## config.mk

```make
export PLATFORM = sky130hd
export DESIGN_NAME = lazy_fp_context_trap
export DESIGN_NICKNAME = d
export VERILOG_FILES = /design/src/lazy_fp_context_trap.v /design/src/vec_state_mem.v
export VERILOG_INCLUDE_DIRS = /design/src
export SDC_FILE = /design/constraint.sdc
export NUM_CORES = 1
export LEC_CHECK = 0
export ABC_AREA = 1
export BUFFER_PORTS_ARGS = -buffer_cell sky130_fd_sc_hd__buf_2
export CORE_ASPECT_RATIO = 1.4
export CORE_MARGIN = 5
export CORE_UTILIZATION = 62
export DETAILED_ROUTE_END_ITERATION = 12
export GPL_TIMING_DRIVEN = 1
export PLACE_DENSITY = 0.81
export SYNTH_ARGS = -nofsm -noshare
export SYNTH_HDL_FRONTEND = slang
export SYNTH_SLANG_ARGS = --single-unit
```

## constraint.sdc

```tcl
create_clock -name clk_i -period 8.3 [get_ports clk_i]
set_input_delay 1.245 -clock clk_i [delete_from_list [all_inputs] [get_ports clk_i]]
set_output_delay 1.245 -clock clk_i [all_outputs]
set_load 0.02 [all_outputs]
```

## src/lazy_fp_consts.vh

```
// constants for the lazy floating-point context trap block
// assumes an including module that works on a 32-bit control register zero
`ifndef LAZY_FP_CONSTS_VH
`define LAZY_FP_CONSTS_VH
`define CR0_WIDTH 32
`define CR0_EM_BIT 2
`define CR0_TS_BIT 3
`define CR0_RESET_VALUE 32'h0000_0010
// instruction class codes from the decoder
`define CLS_WIDTH 4
`define CLS_GENERAL 4'h0
`define CLS_FLOAT 4'h1
`define CLS_PACKED_INT 4'h2
`define CLS_VECTOR 4'h3
`define CLS_VEC_CSR 4'h4
`define CLS_CHECKSUM 4'h5
`define CLS_BITCOUNT 4'h6
`define CLS_BULK_SAVE 4'h7
`define CLS_BULK_RESTORE 4'h8
`define CLS_MOVE_TO_CR0 4'h9
`define CLS_CLEAR_SWITCH 4'hA
// bulk image layout: vector data registers then the control/status word
`define VEC_REGS 8
`define VEC_WIDTH 32
`define VEC_IDX_WIDTH 4
`endif

```

## src/lazy_fp_context_trap.v

```verilog
// trap logic for lazy floating-point and vector context switching
// assumes an in-order core: one decoded instruction offered per cycle with a
// valid/class pair, retired only when this block answers without a fault
`timescale 1ns/1ps
`include "lazy_fp_consts.vh"

// Behaviour
// RULE1 - while the switched flag is set, a context-touching instruction faults before it executes.
// RULE2 - access to float, packed, vector or vector status registers with the flag at 1 faults.
// RULE3 - a native hardware task switch sets the switched flag.
// RULE4 - a move to control register zero can set the switched flag.
// RULE5 - a dedicated instruction clears the flag, which the handler runs after saving.
// RULE6 - checksum and bit-count instructions never fault on the switched flag.
// RULE7 - bulk save writes the whole context out, bulk restore reloads it from such an image.
// RULE8 - the vector context is the vector data registers plus the control/status word.
// RULE9 - the operating system sets the flag to 1 or 0 by ownership on each switch.
// RULE10 - the handler saves, restores, records the owner and clears the flag.
// RULE11 - a task that never touches the context never sees the fault.
// RULE12 - the switched flag is bit 3 of control register zero.
// RULE13 - with the emulation flag at bit 2 set, vector instructions give invalid opcode instead.
// RULE14 - the fault is precise: the faulting instruction changes nothing and re-executes.
module lazy_fp_context_trap #(
    parameter VEC_REGS = `VEC_REGS,
    parameter VEC_WIDTH = `VEC_WIDTH
) (
    // clock and reset
    input wire clk_i,
    input wire reset_i,
    input wire ce_i,
    // decoded instruction
    input wire insn_valid_i,
    input wire [`CLS_WIDTH-1:0] insn_class_i,
    input wire [`CR0_WIDTH-1:0] insn_operand_i,
    input wire task_switch_i,
    // register access by vector instructions
    input wire vec_wr_i,
    input wire [`VEC_IDX_WIDTH-1:0] vec_idx_i,
    input wire [VEC_WIDTH-1:0] vec_wdata_i,
    // bulk image stream
    input wire [VEC_WIDTH-1:0] image_rdata_i,
    output reg image_we_o,
    output reg [`VEC_IDX_WIDTH-1:0] image_idx_o,
    output reg [VEC_WIDTH-1:0] image_wdata_o,
    output reg bulk_busy_o,
    // results
    output reg [`CR0_WIDTH-1:0] control_register_zero_o,
    output reg device_unavailable_fault_o,
    output reg invalid_opcode_fault_o,
    output reg retire_o,
    output reg [VEC_WIDTH-1:0] vec_rdata_o
);
    localparam ST_IDLE = 2'd0;
    localparam ST_SAVE = 2'd1;
    localparam ST_LOAD = 2'd2;
    localparam [`VEC_IDX_WIDTH-1:0] LAST_IDX = VEC_REGS[`VEC_IDX_WIDTH-1:0];

    // true for classes that read or write the floating/vector context
    function touches_context;
        input [`CLS_WIDTH-1:0] cls;
        begin
            touches_context = (cls == `CLS_FLOAT) || (cls == `CLS_PACKED_INT) ||
                (cls == `CLS_VECTOR) || (cls == `CLS_VEC_CSR) ||
                (cls == `CLS_BULK_SAVE) || (cls == `CLS_BULK_RESTORE);
        end
    endfunction

    // true for vector extension classes, which cannot be emulated
    function is_vector_ext;
        input [`CLS_WIDTH-1:0] cls;
        begin
            is_vector_ext = (cls == `CLS_VECTOR) || (cls == `CLS_VEC_CSR) ||
                (cls == `CLS_BULK_SAVE) || (cls == `CLS_BULK_RESTORE);
        end
    endfunction

    reg [1:0] state_ff;
    reg [1:0] nxt_state;
    reg [`VEC_IDX_WIDTH-1:0] idx_ff;
    reg [`VEC_IDX_WIDTH-1:0] nxt_idx;
    reg load_pend_ff;
    reg save_pend_ff;
    reg [`VEC_IDX_WIDTH-1:0] idx_d_ff;
    wire task_switched_flag;
    wire emulation_flag;
    wire take_ud;
    wire take_nm;
    wire go;
    wire mem_we;
    wire [`VEC_IDX_WIDTH-1:0] mem_waddr;
    wire [`VEC_IDX_WIDTH-1:0] mem_raddr;
    wire [VEC_WIDTH-1:0] mem_wdata;
    wire [VEC_WIDTH-1:0] mem_rdata;

    // RULE12 flag position
    assign task_switched_flag = control_register_zero_o[`CR0_TS_BIT];
    assign emulation_flag = control_register_zero_o[`CR0_EM_BIT];
    // RULE13 emulation beats switched
    assign take_ud = insn_valid_i && emulation_flag && is_vector_ext(insn_class_i);
    // RULE1 fault before execute
    // RULE2 context registers guarded
    // RULE6 checksum and bitcount exempt
    // RULE11 no touch, no fault
    assign take_nm = insn_valid_i && !take_ud && task_switched_flag &&
        touches_context(insn_class_i);
    // RULE14 faulting instruction blocked
    assign go = insn_valid_i && !take_ud && !take_nm && (state_ff == ST_IDLE);

    // RULE8 vector registers plus status word share one store, status at last index
    assign mem_we = (go && (insn_class_i == `CLS_VECTOR) && vec_wr_i) ||
        (go && (insn_class_i == `CLS_VEC_CSR) && vec_wr_i) || load_pend_ff;
    assign mem_waddr = load_pend_ff ? image_idx_o :
        ((insn_class_i == `CLS_VEC_CSR) ? LAST_IDX : vec_idx_i);
    assign mem_wdata = load_pend_ff ? image_rdata_i : vec_wdata_i;
    assign mem_raddr = (state_ff == ST_SAVE) ? idx_ff :
        ((insn_class_i == `CLS_VEC_CSR) ? LAST_IDX : vec_idx_i);

    vec_state_mem #(
        .DEPTH(VEC_REGS + 1),
        .WIDTH(VEC_WIDTH),
        .AW(`VEC_IDX_WIDTH)
    ) u_state (
        .clk_i(clk_i),
        .ce_i(ce_i),
        .wr_en_i(mem_we),
        .wr_addr_i(mem_waddr),
        .wr_data_i(mem_wdata),
        .rd_addr_i(mem_raddr),
        .rd_data_o(mem_rdata)
    );

    // bulk sequencer: one word per cycle, busy stalls the decoder
    always @* begin
        nxt_state = state_ff;
        nxt_idx = idx_ff;
        case (state_ff)
            ST_IDLE: begin
                nxt_idx = {`VEC_IDX_WIDTH{1'b0}};
                // RULE7 start bulk transfer
                if (go && insn_class_i == `CLS_BULK_SAVE) begin
                    nxt_state = ST_SAVE;
                end else if (go && insn_class_i == `CLS_BULK_RESTORE) begin
                    nxt_state = ST_LOAD;
                end
            end
            ST_SAVE, ST_LOAD: begin
                if (idx_ff == LAST_IDX) begin
                    nxt_state = ST_IDLE;
                end else begin
                    nxt_idx = idx_ff + 1'b1;
                end
            end
            default: begin
                nxt_state = ST_IDLE;
            end
        endcase
    end

    // sequencer and image port registers
    always @(posedge clk_i) begin
        if (reset_i) begin
            state_ff <= ST_IDLE;
            idx_ff <= {`VEC_IDX_WIDTH{1'b0}};
            load_pend_ff <= 1'b0;
            save_pend_ff <= 1'b0;
            idx_d_ff <= {`VEC_IDX_WIDTH{1'b0}};
            image_we_o <= 1'b0;
            image_idx_o <= {`VEC_IDX_WIDTH{1'b0}};
            image_wdata_o <= {VEC_WIDTH{1'b0}};
            bulk_busy_o <= 1'b0;
        end else if (ce_i) begin
            state_ff <= nxt_state;
            idx_ff <= nxt_idx;
            bulk_busy_o <= (nxt_state != ST_IDLE);
            // RULE7 save streams out one cycle behind the registered memory read,
            // so the index is delayed too, else every word lands one slot high
            save_pend_ff <= (state_ff == ST_SAVE);
            idx_d_ff <= idx_ff;
            image_we_o <= save_pend_ff;
            image_wdata_o <= mem_rdata;
            // RULE7 restore takes image word one cycle after its index
            load_pend_ff <= (state_ff == ST_LOAD);
            image_idx_o <= save_pend_ff ? idx_d_ff : idx_ff;
        end
    end

    // control register zero and fault reporting
    always @(posedge clk_i) begin
        if (reset_i) begin
            control_register_zero_o <= `CR0_RESET_VALUE;
            device_unavailable_fault_o <= 1'b0;
            invalid_opcode_fault_o <= 1'b0;
            retire_o <= 1'b0;
            vec_rdata_o <= {VEC_WIDTH{1'b0}};
        end else if (ce_i) begin
            device_unavailable_fault_o <= take_nm;
            invalid_opcode_fault_o <= take_ud;
            retire_o <= go;
            vec_rdata_o <= mem_rdata;
            // RULE4 explicit write
            if (go && insn_class_i == `CLS_MOVE_TO_CR0) begin
                control_register_zero_o <= insn_operand_i;
            // RULE5 dedicated clear
            end else if (go && insn_class_i == `CLS_CLEAR_SWITCH) begin
                control_register_zero_o[`CR0_TS_BIT] <= 1'b0;
            end
            // RULE3 native switch sets flag, wins over a clear in the same cycle
            if (task_switch_i) begin
                control_register_zero_o[`CR0_TS_BIT] <= 1'b1;
            end
        end
    end
endmodule // lazy_fp_context_trap

```

## src/vec_state_mem.v

```verilog
// small register-file memory holding vector data registers and control/status
// assumes one write and one read port on the core clock; read data registered
`timescale 1ns/1ps
module vec_state_mem #(
    parameter DEPTH = 9,
    parameter WIDTH = 32,
    parameter AW = 4
) (
    // clock
    input wire clk_i,
    input wire ce_i,
    // write port
    input wire wr_en_i,
    input wire [AW-1:0] wr_addr_i,
    input wire [WIDTH-1:0] wr_data_i,
    // read port
    input wire [AW-1:0] rd_addr_i,
    output reg [WIDTH-1:0] rd_data_o
);
    reg [WIDTH-1:0] mem_ff [0:DEPTH-1];

    // no reset on storage: contents are architecturally undefined until written
    always @(posedge clk_i) begin
        if (ce_i) begin
            if (wr_en_i) begin
                mem_ff[wr_addr_i] <= wr_data_i;
            end
            rd_data_o <= mem_ff[rd_addr_i];
        end
    end
endmodule // vec_state_mem
```

# Yosys cells after proc, flatten, opt, wreduce, memory -nomap -nowiden
# Memory sizes are Yosys's and may differ from the RTL's. A register that Yosys moved wholly into a read port is not among the register bits.
# Index checks and enable logic that the tools add are counted.
# op_classes
n_addsub	1
reduce_logical	35
eq_ne	12
n_mux	17
# ops
op	n
two-way mux 32 bit	1
two-way mux 4 bit	5
equality test 4 bit, second input constant	4
logical AND 1 bit	15
logical OR 1 bit	10
equality test 4 x 2 -> 1 bit, second input constant	2
equality test 4 x 3 -> 1 bit, second input constant	2
one-hot mux 4 bit (2 select lines)	1
two-way mux 1 bit	6
two-way mux 2 bit	3
adder 4 x 1 -> 4 bit, second input constant	1
equality test 4 x 1 -> 1 bit, second input constant	1
one-hot mux 2 bit (2 select lines)	1
AND reduction 2 bit	2
nonzero test 2 bit	2
AND reduction 3 bit	1
nonzero test 3 bit	1
equality test 2 x 1 -> 1 bit, second input constant	1
equality test 2 bit, second input constant	1
zero test 1 bit	2
zero test 2 bit	1
inequality test 2 bit, second input constant	1
OR reduction 2 bit	1
# word_totals
regBits	85
out_inout_bits	105
wordCells	80
mem_bits_rw	288
input_bits	110
mem_count	1
# mem_list
name	depth	width	read_ports	rd_clocked_by_memory_dff	write_ports	line	rtl
u_state.mem_ff	9	32	1	1	1	vec_state_mem.v:20	reg [WIDTH-1:0] mem_ff [0:DEPTH-1];

# Depth between registers and ports, before layout
# Gate-level depths: netlist of run 1.
# depth
ltp_word	19
ltp_mapped	15

# Cells and area by module
# A second synthesis of run 1 with hierarchy kept.
# unflattened
cells_unflattened	1768
area_unflattened_um2	17351.6
# by_module_without_submodules
mod	n_inst	cells_per_inst	area_each_um2
vec_state_mem	1	1167	13110.1
lazy_fp_context_trap	1	601	4241.6

# Least setup slack after synthesis of run 1
# OpenSTA, ideal clock, no wires.
# synth_timing
path_kind	input-to-reg
from	input insn_class_i[0]
to	memory u_state.mem_ff[0][0], enable pin
arrival_time_ns	3.677
stages	13
path_slack_ns	4.202
path_cell_list	nand2_1 > inv_2 > nand2_1 > nand2_1 > nor2_2 > nor2_2 > nor2_2 > nand2_1 > nor2_2 > nand3_1 > a21oi_1 > nand2_1 > nor2_1
# synth_between
elab_chain_len	19
word_cells_on_any_way	33
# synth_lines
item	line	rtl
start, declared	lazy_fp_context_trap.v:32	input wire [`CLS_WIDTH-1:0] insn_class_i,
equality test 4 x 2 -> 1 bit (no source line) / equality test 4 x 3 -> 1 bit (equally long branches)	n/a	
logical OR 1 bit (3 in a row)	lazy_fp_context_trap.v:71	is_vector_ext = (cls == `CLS_VECTOR) || (cls == `CLS_VEC_CSR) ||
logical AND 1 bit	lazy_fp_context_trap.v:98	assign take_ud = insn_valid_i && emulation_flag && is_vector_ext(insn_class_i);
zero test 1 bit	lazy_fp_context_trap.v:103, lazy_fp_context_trap.v:106	
logical AND 1 bit	lazy_fp_context_trap.v:103, lazy_fp_context_trap.v:106	
logical AND 1 bit (2 in a row)	lazy_fp_context_trap.v:103	assign take_nm = insn_valid_i && !take_ud && task_switched_flag &&
zero test 1 bit	lazy_fp_context_trap.v:106	assign go = insn_valid_i && !take_ud && !take_nm && (state_ff == ST_IDLE);
logical AND 1 bit (2 in a row)	lazy_fp_context_trap.v:106	
logical AND 1 bit, on equally long branches (2 in a row)	lazy_fp_context_trap.v:109, lazy_fp_context_trap.v:110	
logical OR 1 bit (2 in a row)	lazy_fp_context_trap.v:109	assign mem_we = (go && (insn_class_i == `CLS_VECTOR) && vec_wr_i) ||
two-way mux 1 bit	vec_state_mem.v:25	if (wr_en_i) begin
two-way mux 1 bit	vec_state_mem.v:24	if (ce_i) begin
two-way mux 1 bit (not written as such)	vec_state_mem.v:26	mem_ff[wr_addr_i] <= wr_data_i;
end, declared	vec_state_mem.v:20	
# Several ways; a longest one is shown, not always the timed one.

# Worst setup path after layout of run 1
# layout_timing
from	input insn_class_i[1]
to	register u_state.rd_data_o[30] (read register of u_state.mem_ff), data pin
# layout_between
elab_chain_len	3
# layout_lines
item	line	rtl
equality test 4 x 3 -> 1 bit (no source line)	n/a	
two-way mux 4 bit	lazy_fp_context_trap.v:115	((insn_class_i == `CLS_VEC_CSR) ? LAST_IDX : vec_idx_i);
two-way mux 4 bit	lazy_fp_context_trap.v:114	assign mem_raddr = (state_ff == ST_SAVE) ? idx_ff :
end, declared	vec_state_mem.v:18	output reg [WIDTH-1:0] rd_data_o
# No other way between the ends.
# A chain may end at the register's enable or synchronous reset.

==> flow_summary.json, run 1 <==
{
  "tightestPinTransition_ns": 1.07,
  "power-per-cell-area_nw_per_um2": 226,
  "status": "completed",
  "per_instance_average_area_after_synthesis_um2": 11.0,
  "synth.lib_cells_used.distinct": 28,
  "inserted_diodes": 0,
  "rows": 70,
  "fin_area_um2": 18600,
  "synth.net_count": 1615,
  "clock.fmax_mhz": 247,
  "p_leak_nw": 7.27,
  "ys_seq_elements": 405,
  "floorplan.die.height_um": 203,
  "period_share": 0.488,
  "postCtsSetupBuffers": 0,
  "cp_data_required_time_ns": 8.57,
  "finalHoldViolCount": 0,
  "final_common_cell": "edfxtp_1",
  "core_region_area_um2": 26200,
  "final-instance-count-excl-fill": 1999,
  "final_period_minus_worst_setup_slack_ns": 4.05,
  "drt_first_iter_violations": 1056,
  "postCtsHoldBufs": 0,
  "global_route_wire_length_before_repair_um": 58900,
  "top_layer": "met4",
  "detail_route.wirelength.met1_um": 14500,
  "cp_data_arrival_time_ns": 4.32,
  "timing.critical_path.to_type": "register",
  "min-delay-path-class": "register to register",
  "cts_root_buffer": "clkbuf_16",
  "cts.reportedPaths.clkPinSlew_ns": 0.07,
  "crit-reg2reg-launch": "state_ff[1]$_SDFFE_PP0P_",
  "hpwlAfterDp_um": 22400,
  "rsz0062_at_grt": "false",
  "number_of_antenna_violations_at_the_first_check_in_global_routing": 0,
  "io_pins": 215,
  "routed_length_on_met3_um": 3320,
  "placed_area_um2": 17500,
  "critPathMaxFanout": 73,
  "drive_gt1_frac": 0.188,
  "globalRouteOverflowTotal": 0,
  "dieArea_um2": 30000,
  "clkSinkCount": 405,
  "worst_hold_path.endpoint": "idx_d_ff[1]$_SDFFE_PP0P_",
  "slew_violations": 0,
  "holdPathStages": 2,
  "share_of_the_yosys_chip_area_belonging_to_registers": 0.686,
  "route.detailed.wl_per_inst_um": 19.3,
  "number_of_enable_type_register_cells_in_the_synthesized_netlist": 320,
  "vias": 11685,
  "place.gp.congestion": 0.842,
  "placement.io_buffers": 214,
  "area_delta_synth_final_pct": 12.9,
  "cts-resized-gates": 0,
  "crit_chain": "buf_2 -> nor2_1 -> nand2_2 -> inv_2 -> nor2_1 -> nand2_2 -> buf_4 -> nand2_4 -> buf_4 -> o21ai_0 -> o211ai_1 -> nand3_1 -> nand2_1",
  "clock_path_buffers": 3,
  "crit_path_start_kind": "input pin",
  "dp_cells": 1935,
  "primary_ff_master_synth": "edfxtp_1",
  "most-common-layout-cells": "320 x edfxtp_1, 288 x nand2_1, 214 x buf_2",
  "ys_warn_count": 0,
  "timing.final.ws_setup_ns": 4.25,
  "drt_first_pass_iters": 6,
  "fin_nets": 1765,
  "hold_path_startpoint": "idx_d_ff[1]$_SDFFE_PP0P_",
  "cts_max_level": 2,
  "p_total_mw": 4.20,
  "r2r.worst_path.cells": 11,
  "placement.setup.worst_slack_ns": 3.86,
  "antenna_violating_nets_post_route": 0,
  "vdd_ir_drop_max_v": 0.000140,
  "crit_type": "input pin to register",
  "grt_start_max_net_pins": 104,
  "reg2reg_to": "u_state.rd_data_o[30]$_DFFE_PP_",
  "tritoncts": "built",
  "synthesis.area_um2": 16500,
  "starting_density_of_the_core": 0.630,
  "grt_pass1_vias": 11216,
  "drt-vias-per-instance": 5.85,
  "synthCells": 1499,
  "groute.usage.overall": 0.249,
  "clock_insertion_delay_worst_skew_ns": 0.51,
  "async_flop_share": 0,
  "cap_violations": 0,
  "remaining_drc_errors": 0,
  "dieWidth_um": 148,
  "routed_wirelength_um": 38600,
  "critPathSlowestCell": "buf_4",
  "final.fill_count": 1793,
  "finalSetupViolations": 0,
  "rrSetupSlack_ns": 4.48,
  "tns_ns": 0,
  "cts_inserted_buffers": 36,
  "clock-skew-final_ns": 0.0153,
  "worst_slew_margin_rel": 0.290,
  "met2RoutedLength_um": 19400,
  "delay_of_the_slowest_cell_on_the_worst_path_ns": 0.65
}
## cells in the mapped netlist (4+ instances only)
cell type	number	area, um2
a21oi_1	176	881
buf_1	7	26.3
buf_2	14	70.1
buf_4	34	255
buf_6	11	124
clkbuf_1	57	214
dfxtp_1	85	1700
edfxtp_1	320	9610
ha_1	6	75.1
inv_1	97	364
inv_2	4	15.0
nand2_1	289	1080
nand3_1	53	265
nor2_1	90	338
nor2_2	4	25.0
o211ai_1	62	465
o21ai_0	126	631
o21ai_1	51	255
## cells by family after synthesis
family / share of synthesized area
AND/OR/NAND/NOR: 0.107
AO/OA/AOI/OAI: 0.137
flip-flops: 0.686
buffers and inverters: 0.0657
adder cells (fa/ha/maj): 0.00455
## power breakdown
group / switching (mW) / internal (mW) / total (mW)
logic: 0.236 / 0.0990 / 0.335
registers: 0.0214 / 2.24 / 2.26
clock network: 0.684 / 0.922 / 1.61
total: 0.942 / 3.26 / 4.20
## flip-flops by register name (all words and copies together), names as in the netlist
| name | count |
|---|---|
| u_state.mem_ff | 288 |
| control_register_zero_o | 32 |
| u_state.rd_data_o | 32 |
| vec_rdata_o | 32 |
| idx_d_ff | 4 |
| idx_ff | 4 |
| image_idx_o | 4 |
| state_ff | 2 |
| bulk_busy_o | 1 |
| device_unavailable_fault_o | 1 |
| image_we_o | 1 |
| invalid_opcode_fault_o | 1 |
| load_pend_ff | 1 |
| retire_o | 1 |
| save_pend_ff | 1 |
## metrics by stage
stage,hold slack [ns],util
2_1_floorplan,0.437,-
3_3_place_gp,0.445,0.667
3_5_place_dp,0.449,0.667
4_1_cts,0.459,0.711
5_1_grt,0.475,0.711
6_report,0.458,0.711
## routing by layer
metal	up-vias	GRT usage
li1	5491	-
met1	5417	0.312
met2	657	0.439
met3	120	0.0328
met4	0	0.100
met5	-	0
## worst max path at each step
stage / depth (start not counted) / end / start / slack (ns)
floorplan: 13 / u_state.mem_ff[0][0]$_DFFE_PP_ / insn_class_i[0] / 4.20
global placement: 13 / u_state.rd_data_o[2]$_DFFE_PP_ / insn_class_i[1] / 4.04
detailed placement: 13 / u_state.rd_data_o[30]$_DFFE_PP_ / insn_class_i[1] / 3.86
CTS: 13 / u_state.rd_data_o[23]$_DFFE_PP_ / insn_class_i[1] / 4.38
global route: 13 / u_state.rd_data_o[24]$_DFFE_PP_ / insn_class_i[1] / 4.06
finish: 13 / u_state.rd_data_o[30]$_DFFE_PP_ / insn_class_i[1] / 4.25
## worst max-delay path, delay by kind of cell
family                 cells  cell delay [ns]
AOI/OAI and AO/OA          2             0.44
buffers and inverters      4             1.38
and+or+nand+nor            7             1.19
## layout make-up
| type | instances | area (um2) | area share |
|---|---|---|---|
| sequential | 405 | 11300 | 0.607 |
| multi-input combinational | 867 | 4140 | 0.222 |
| timing repair buffer | 237 | 1240 | 0.0668 |
| clock buffer | 47 | 1010 | 0.0544 |
| tap | 324 | 405 | 0.0218 |
| inverter | 102 | 384 | 0.0206 |
| clock inverter | 17 | 131 | 0.00705 |
Note: power is estimated with default switching activity, not from simulation.
==> run 2, diff against run 1 <==
- ABC_AREA: 1 -> 0
- CORE_UTILIZATION: 62 -> 58
- PLACE_DENSITY: 0.81 -> 0.76
- clock period: 8.3 -> 3.8 ns (I/O delays scaled with it)
==> flow_summary.json, run 2 <==
{
  "vdd_ir_drop_max_v": 0.000304,
  "clockPowerShare": 0.380,
  "most-common-layout-cells": "320 x edfxtp_1, 213 x buf_2, 155 x mux2i_1",
  "per_instance_average_area_after_synthesis_um2": 14.1,
  "yosys-mux-area-fraction": 0.116,
  "cp_data_required_time_ns": 4.08,
  "holdPathStages": 3,
  "worst_hold_path.endpoint": "control_register_zero_o[4]$_SDFFE_PP1P_",
  "tritoncts": "built",
  "remaining_drc_errors": 0,
  "final_period_minus_worst_setup_slack_ns": 3.04,
  "finalHoldViolCount": 0,
  "routed_wirelength_um": 35600,
  "largest_family_of_logic_cells_by_synthesized_area": "multiplexers",
  "fin_nets": 1456,
  "synth_fa_ha_area_frac": 0.00456,
  "slew_violations": 0,
  "period_share": 0.799,
  "fin_worst_hold_slack_ns": 0.270,
  "ys_warn_count": 0,
  "clock-skew-final_ns": 0.0143,
  "groute.usage.overall": 0.219,
  "timing.critical_path.to_type": "register",
  "global_route_wire_length_before_repair_um": 55700,
  "clock_insertion_delay_worst_skew_ns": 0.53,
  "synthesis.area_um2": 16500,
  "registers.top_by_ff_count": "u_state.mem_ff",
  "clkSinkCount": 405,
  "final_common_cell": "edfxtp_1",
  "rsz0062_at_grt": "false",
  "p_comb_frac": 0.076,
  "drt-vias-per-instance": 5.81,
  "cap_violations": 0,
  "cts-resized-gates": 0,
  "postCtsSetupBuffers": 0,
  "tightestPinTransition_ns": 0.817,
  "io_pins": 215,
  "synthDominantCellAreaShare": 0.584,
  "starting_density_of_the_core": 0.583,
  "total_switching_power_mw": 2.00,
  "finalSetupViolations": 0,
  "primary_ff_master_synth": "edfxtp_1",
  "cts_max_level": 2,
  "power-per-cell-area_nw_per_um2": 476,
  "cts_root_buffer": "clkbuf_16",
  "p_leak_nw": 7.22,
  "power_report.internal_total_mw": 7.01,
  "reg2reg_to": "u_state.rd_data_o[14]$_DFFE_PP_",
  "yosys.area_share.xor_xnor": 0.00160,
  "synth-compound-area-share": 0.0860,
  "synth_simple_gate_area_frac": 0.0604,
  "crit_type": "register to register",
  "postCtsHoldBufs": 0,
  "synth_common_cells": "320 x edfxtp_1, 155 x mux2i_1, 128 x nand2_1",
  "cts.reportedPaths.clkPinSlew_ns": 0.06,
  "critPathMaxFanout": 54,
  "cts_inserted_buffers": 37,
  "clock_path_buffers": 3,
  "area_delta_synth_final_pct": 15.1,
  "route.detailed.wl_per_inst_um": 20.4,
  "crit_path_start_kind": "register",
  "worst_slew_margin_rel": 0.455,
  "switching_share": 0.222,
  "floorplan.die.height_um": 209,
  "core_region_area_um2": 28200,
  "crit-reg2reg-launch": "state_ff[1]$_SDFFE_PP0P_",
  "rows": 73,
  "clock.fmax_mhz": 329,
  "synth.lib_cells_used.distinct": 55,
  "synthCells": 1168,
  "place.gp.congestion": 0.940,
  "drt_first_iter_violations": 691,
  "status": "completed",
  "dieWidth_um": 152,
  "seq_power_share": 0.544,
  "synth.net_count": 1284,
  "drt_first_pass_iters": 5,
  "number_of_antenna_violations_at_the_first_check_in_global_routing": 0,
  "grt_pass1_vias": 10054,
  "rrSetupSlack_ns": 0.76,
  "ys_seq_elements": 405,
  "min-delay-path-class": "input pin to register",
  "synth_top_area_cell": "edfxtp_1",
  "placement.io_buffers": 214,
  "hpwlAfterDp_um": 21900,
  "async_flop_share": 0,
  "globalRouteOverflowTotal": 0,
  "hold_path_startpoint": "insn_operand_i[4]",
  "synthMostInstantiatedCell": "edfxtp_1",
  "inserted_diodes": 0,
  "p_total_mw": 9.01,
  "vias": 10114,
  "cp_data_arrival_time_ns": 3.32,
  "largest_reg_flops": 288,
  "r2r.worst_path.cells": 8,
  "grt_start_max_net_pins": 55,
  "share_of_the_yosys_chip_area_belonging_to_registers": 0.687,
  "top_area_cells_in_the_synthesized_netlist": "edfxtp_1 58%, dfxtp_1 10%, mux2i_1 9.4%",
  "dieArea_um2": 31900,
  "drive_gt1_frac": 0.255,
  "final.fill_count": 1949,
  "antenna_violating_nets_post_route": 0,
  "number_of_enable_type_register_cells_in_the_synthesized_netlist": 320
}
## run 2: final cells by class
| type | count | area, um2 | share of cell area |
|---|---|---|---|
| repair buffers | 247 | 1370 | 0.0724 |
| clock inverters | 13 | 72.6 | 0.00383 |
| flip-flops and latches | 405 | 11300 | 0.598 |
| multi-input cells | 616 | 4550 | 0.240 |
| inverters | 33 | 124 | 0.00654 |
| well taps | 375 | 469 | 0.0248 |
| clock buffers | 53 | 1030 | 0.0545 |
## run 2: worst max-delay path, stage by stage (launching register included)
cell	delay, ns
dfxtp_1	0.36
inv_1	0.10
ha_1	0.34
nor2b_1	0.20
a22o_4	0.64
buf_12	0.38
mux2i_1	0.25
mux2i_1	0.11
a221o_1	0.34
## run 2: kinds of logic after synthesis
family,Yosys count
muxes,187
DFF,405
buffers and inverters,147
AOI/OAI and AO/OA,188
xor gates and xnor gates,3
and+or+nand+nor,232
adders and majority gates,6
## run 2: through the flow
step | worst slack (ns) | instance area (um2) | util | std cells | TNS (ns)
finish | 0.762 | 18900 | 0.671 | 1742 | 0
global route | 0.588 | 18900 | 0.671 | 1742 | 0
CTS | 0.753 | 18900 | 0.671 | 1742 | 0
detailed placement | 0.671 | 17800 | 0.632 | 1676 | 0
global placement | 0.730 | 17800 | 0.632 | 1676 | 0
floorplan | -0.963 | 16500 | - | 1168 | -41.89
## run 2: power groups by stage
stage               clock network, mW  logic (mW)  registers (mW)
detailed placement                  0       0.683            5.00
CTS                              3.48       0.685            4.90
finish                           3.43       0.682            4.90
floorplan                           0       0.451            5.01
global route                     3.66       0.739            4.91
global placement                    0       0.666            5.00
## run 2: routing by layer
layer / vias up / track usage / wire length [um]
li1: 4706 / - / -
met1: 4940 / 0.287 / 14500
met2: 411 / 0.379 / 17800
met3: 57 / 0.0380 / 2520
met4: 0 / 0.0679 / 789
met5: - / 0 / 0
## run 2: worst max-delay path by stage
stage / startpoint / to / slack, ns / cells past startpoint
final: state_ff[1]$_SDFFE_PP0P_ / u_state.rd_data_o[14]$_DFFE_PP_ / 0.76 / 8
after global routing: state_ff[1]$_SDFFE_PP0P_ / u_state.rd_data_o[14]$_DFFE_PP_ / 0.59 / 8
after CTS: state_ff[1]$_SDFFE_PP0P_ / u_state.rd_data_o[14]$_DFFE_PP_ / 0.75 / 8
after detailed placement: insn_class_i[3] / u_state.rd_data_o[2]$_DFFE_PP_ / 0.67 / 8
after global placement: insn_class_i[3] / u_state.rd_data_o[27]$_DFFE_PP_ / 0.73 / 8
after floorplan: insn_class_i[1] / u_state.mem_ff[7][0]$_DFFE_PP_ / -0.96 / 9
==> run 3, diff against run 2 <==
- ABC_AREA: 0 -> 1
- clock period: 3.8 -> 3 ns (I/O delays scaled with it)
==> flow_summary.json, run 3 (synthesis results as in run 1) <==
{
  "status": "completed",
  "drt_first_iter_violations": 1062,
  "cts-resized-gates": 0,
  "number_of_antenna_violations_at_the_first_check_in_global_routing": 0,
  "cp_data_arrival_time_ns": 3.05,
  "cts_max_level": 2,
  "placement.io_buffers": 214,
  "worst_slew_margin_rel": 0.304,
  "final.fill_count": 2080,
  "clock.fmax_mhz": 360,
  "global_route_wire_length_before_repair_um": 59400,
  "cp_data_required_time_ns": 3.27,
  "dieArea_um2": 32000,
  "postCtsHoldBufs": 0,
  "rows": 73,
  "clkSinkCount": 405,
  "routed_wirelength_um": 38100,
  "period_share": 0.926,
  "most-common-layout-cells": "320 x edfxtp_1, 288 x nand2_1, 214 x buf_2",
  "vias": 11549,
  "grt_pass1_vias": 11162,
  "crit_type": "register to register",
  "finalHoldViolCount": 0,
  "registers.top_by_ff_count": "u_state.mem_ff",
  "antenna_violating_nets_post_route": 0,
  "cts.reportedPaths.clkPinSlew_ns": 0.07,
  "hpwlAfterDp_um": 23500,
  "globalRouteOverflowTotal": 0,
  "power-per-cell-area_nw_per_um2": 619,
  "dp_cells": 2001,
  "final_period_minus_worst_setup_slack_ns": 2.78,
  "timing.final.ws_setup_ns": 0.222,
  "clock_insertion_delay_worst_skew_ns": 0.52,
  "place.gp.congestion": 0.878,
  "inserted_diodes": 0,
  "largest_reg_flops": 288,
  "groute.usage.overall": 0.232,
  "placement.setup.worst_slack_ns": 0.218,
  "critPathMaxFanout": 31,
  "drt-vias-per-instance": 5.60,
  "route.detailed.wl_per_inst_um": 18.5,
  "slew_violations": 0,
  "area_delta_synth_final_pct": 14.7,
  "final-instance-count-excl-fill": 2061,
  "tritoncts": "built",
  "dieWidth_um": 153,
  "footprint_of_the_flip_flops_and_latches_um2": 11300,
  "starting_density_of_the_core": 0.585,
  "grt_start_max_net_pins": 67,
  "vdd_ir_drop_max_v": 0.000345,
  "finalSetupViolations": 0,
  "fin_worst_hold_slack_ns": 0.146,
  "drt_first_pass_iters": 6,
  "timing.critical_path.to_type": "register",
  "postCtsSetupBuffers": 0,
  "cap_violations": 0,
  "p_leak_nw": 7.37,
  "floorplan.die.height_um": 210,
  "core_region_area_um2": 28200,
  "remaining_drc_errors": 0,
  "finalCoreUtilization": 0.670,
  "clock-skew-final_ns": 0.0133,
  "crit_path_start_kind": "register",
  "cts_inserted_buffers": 35,
  "tightestPinTransition_ns": 1.04,
  "cts_root_buffer": "clkbuf_16",
  "multi_input_comb_area_um2": 4140,
  "final_common_cell": "edfxtp_1",
  "fin_nets": 1779,
  "io_pins": 215,
  "min-delay-path-class": "input pin to register",
  "drive_gt1_frac": 0.195,
  "rsz0062_at_grt": "false",
  "clock_path_buffers": 3
}
## run 3: changes by cell type in the layout (fill, tap and decap cells not counted), sizes merged, moves of 48 or more
cell	before	now
a211oi	56	0
a21oi	39	176
inv	35	101
mux2i	155	0
nand2	128	293
nand3	5	53
o211ai	3	62
o21ai	8	178
## run 3: per-stage QoR
step           area, um2  TNS, ns  power [mW]
2_1_floorplan      16500   -46.58        7.00
3_3_place_gp       17800        0        7.31
3_5_place_dp       17800        0        7.34
4_1_cts            18900        0        11.8
5_1_grt            18900        0        12.1
6_report           18900        0        11.7
## run 3: layout make-up
class                      instances  area share
clock buffer                      40      0.0495
clock inverter                    20      0.0106
inverter                         102      0.0203
multi-input combinational        867       0.219
sequential                       405       0.598
tap                              375      0.0248
timing repair buffer             252      0.0783
## run 3: worst paths after layout
| check | start | depth (start not counted) | endpoint | slack [ns] |
|---|---|---|---|---|
| max | state_ff[1]$_SDFFE_PP0P_ | 9 | u_state.rd_data_o[27]$_DFFE_PP_ | 0.22 |
| min | insn_operand_i[4] | 3 | control_register_zero_o[4]$_SDFFE_PP1P_ | 0.15 |
| max reg2reg | state_ff[1]$_SDFFE_PP0P_ | 9 | u_state.rd_data_o[27]$_DFFE_PP_ | 0.22 |
| min reg2reg | control_register_zero_o[12]$_SDFFE_PP0P_ | 2 | control_register_zero_o[12]$_SDFFE_PP0P_ | 0.46 |
## run 3: routing by layer
layer,wire (um),track usage
met3,2810,0.0396
met4,1070,0.0805
met1,14900,0.287
met5,0,0
met2,19300,0.414
## run 3: critical path: stages (launching register included)
cell	delay (ns)
dfxtp_1	0.39
inv_1	0.11
ha_1	0.34
o21ai_4	0.87
buf_12	0.27
a21oi_1	0.06
o21ai_1	0.12
o211ai_1	0.15
nand3_1	0.14
nand2_1	0.06
## run 3: power breakdown
part / switching [mW] / total, mW / internal (mW)
Sequential: 0.0554 / 6.25 / 6.20
Clock: 1.90 / 4.49 / 2.59
Combinational: 0.669 / 0.967 / 0.298
Total: 2.62 / 11.7 / 9.08
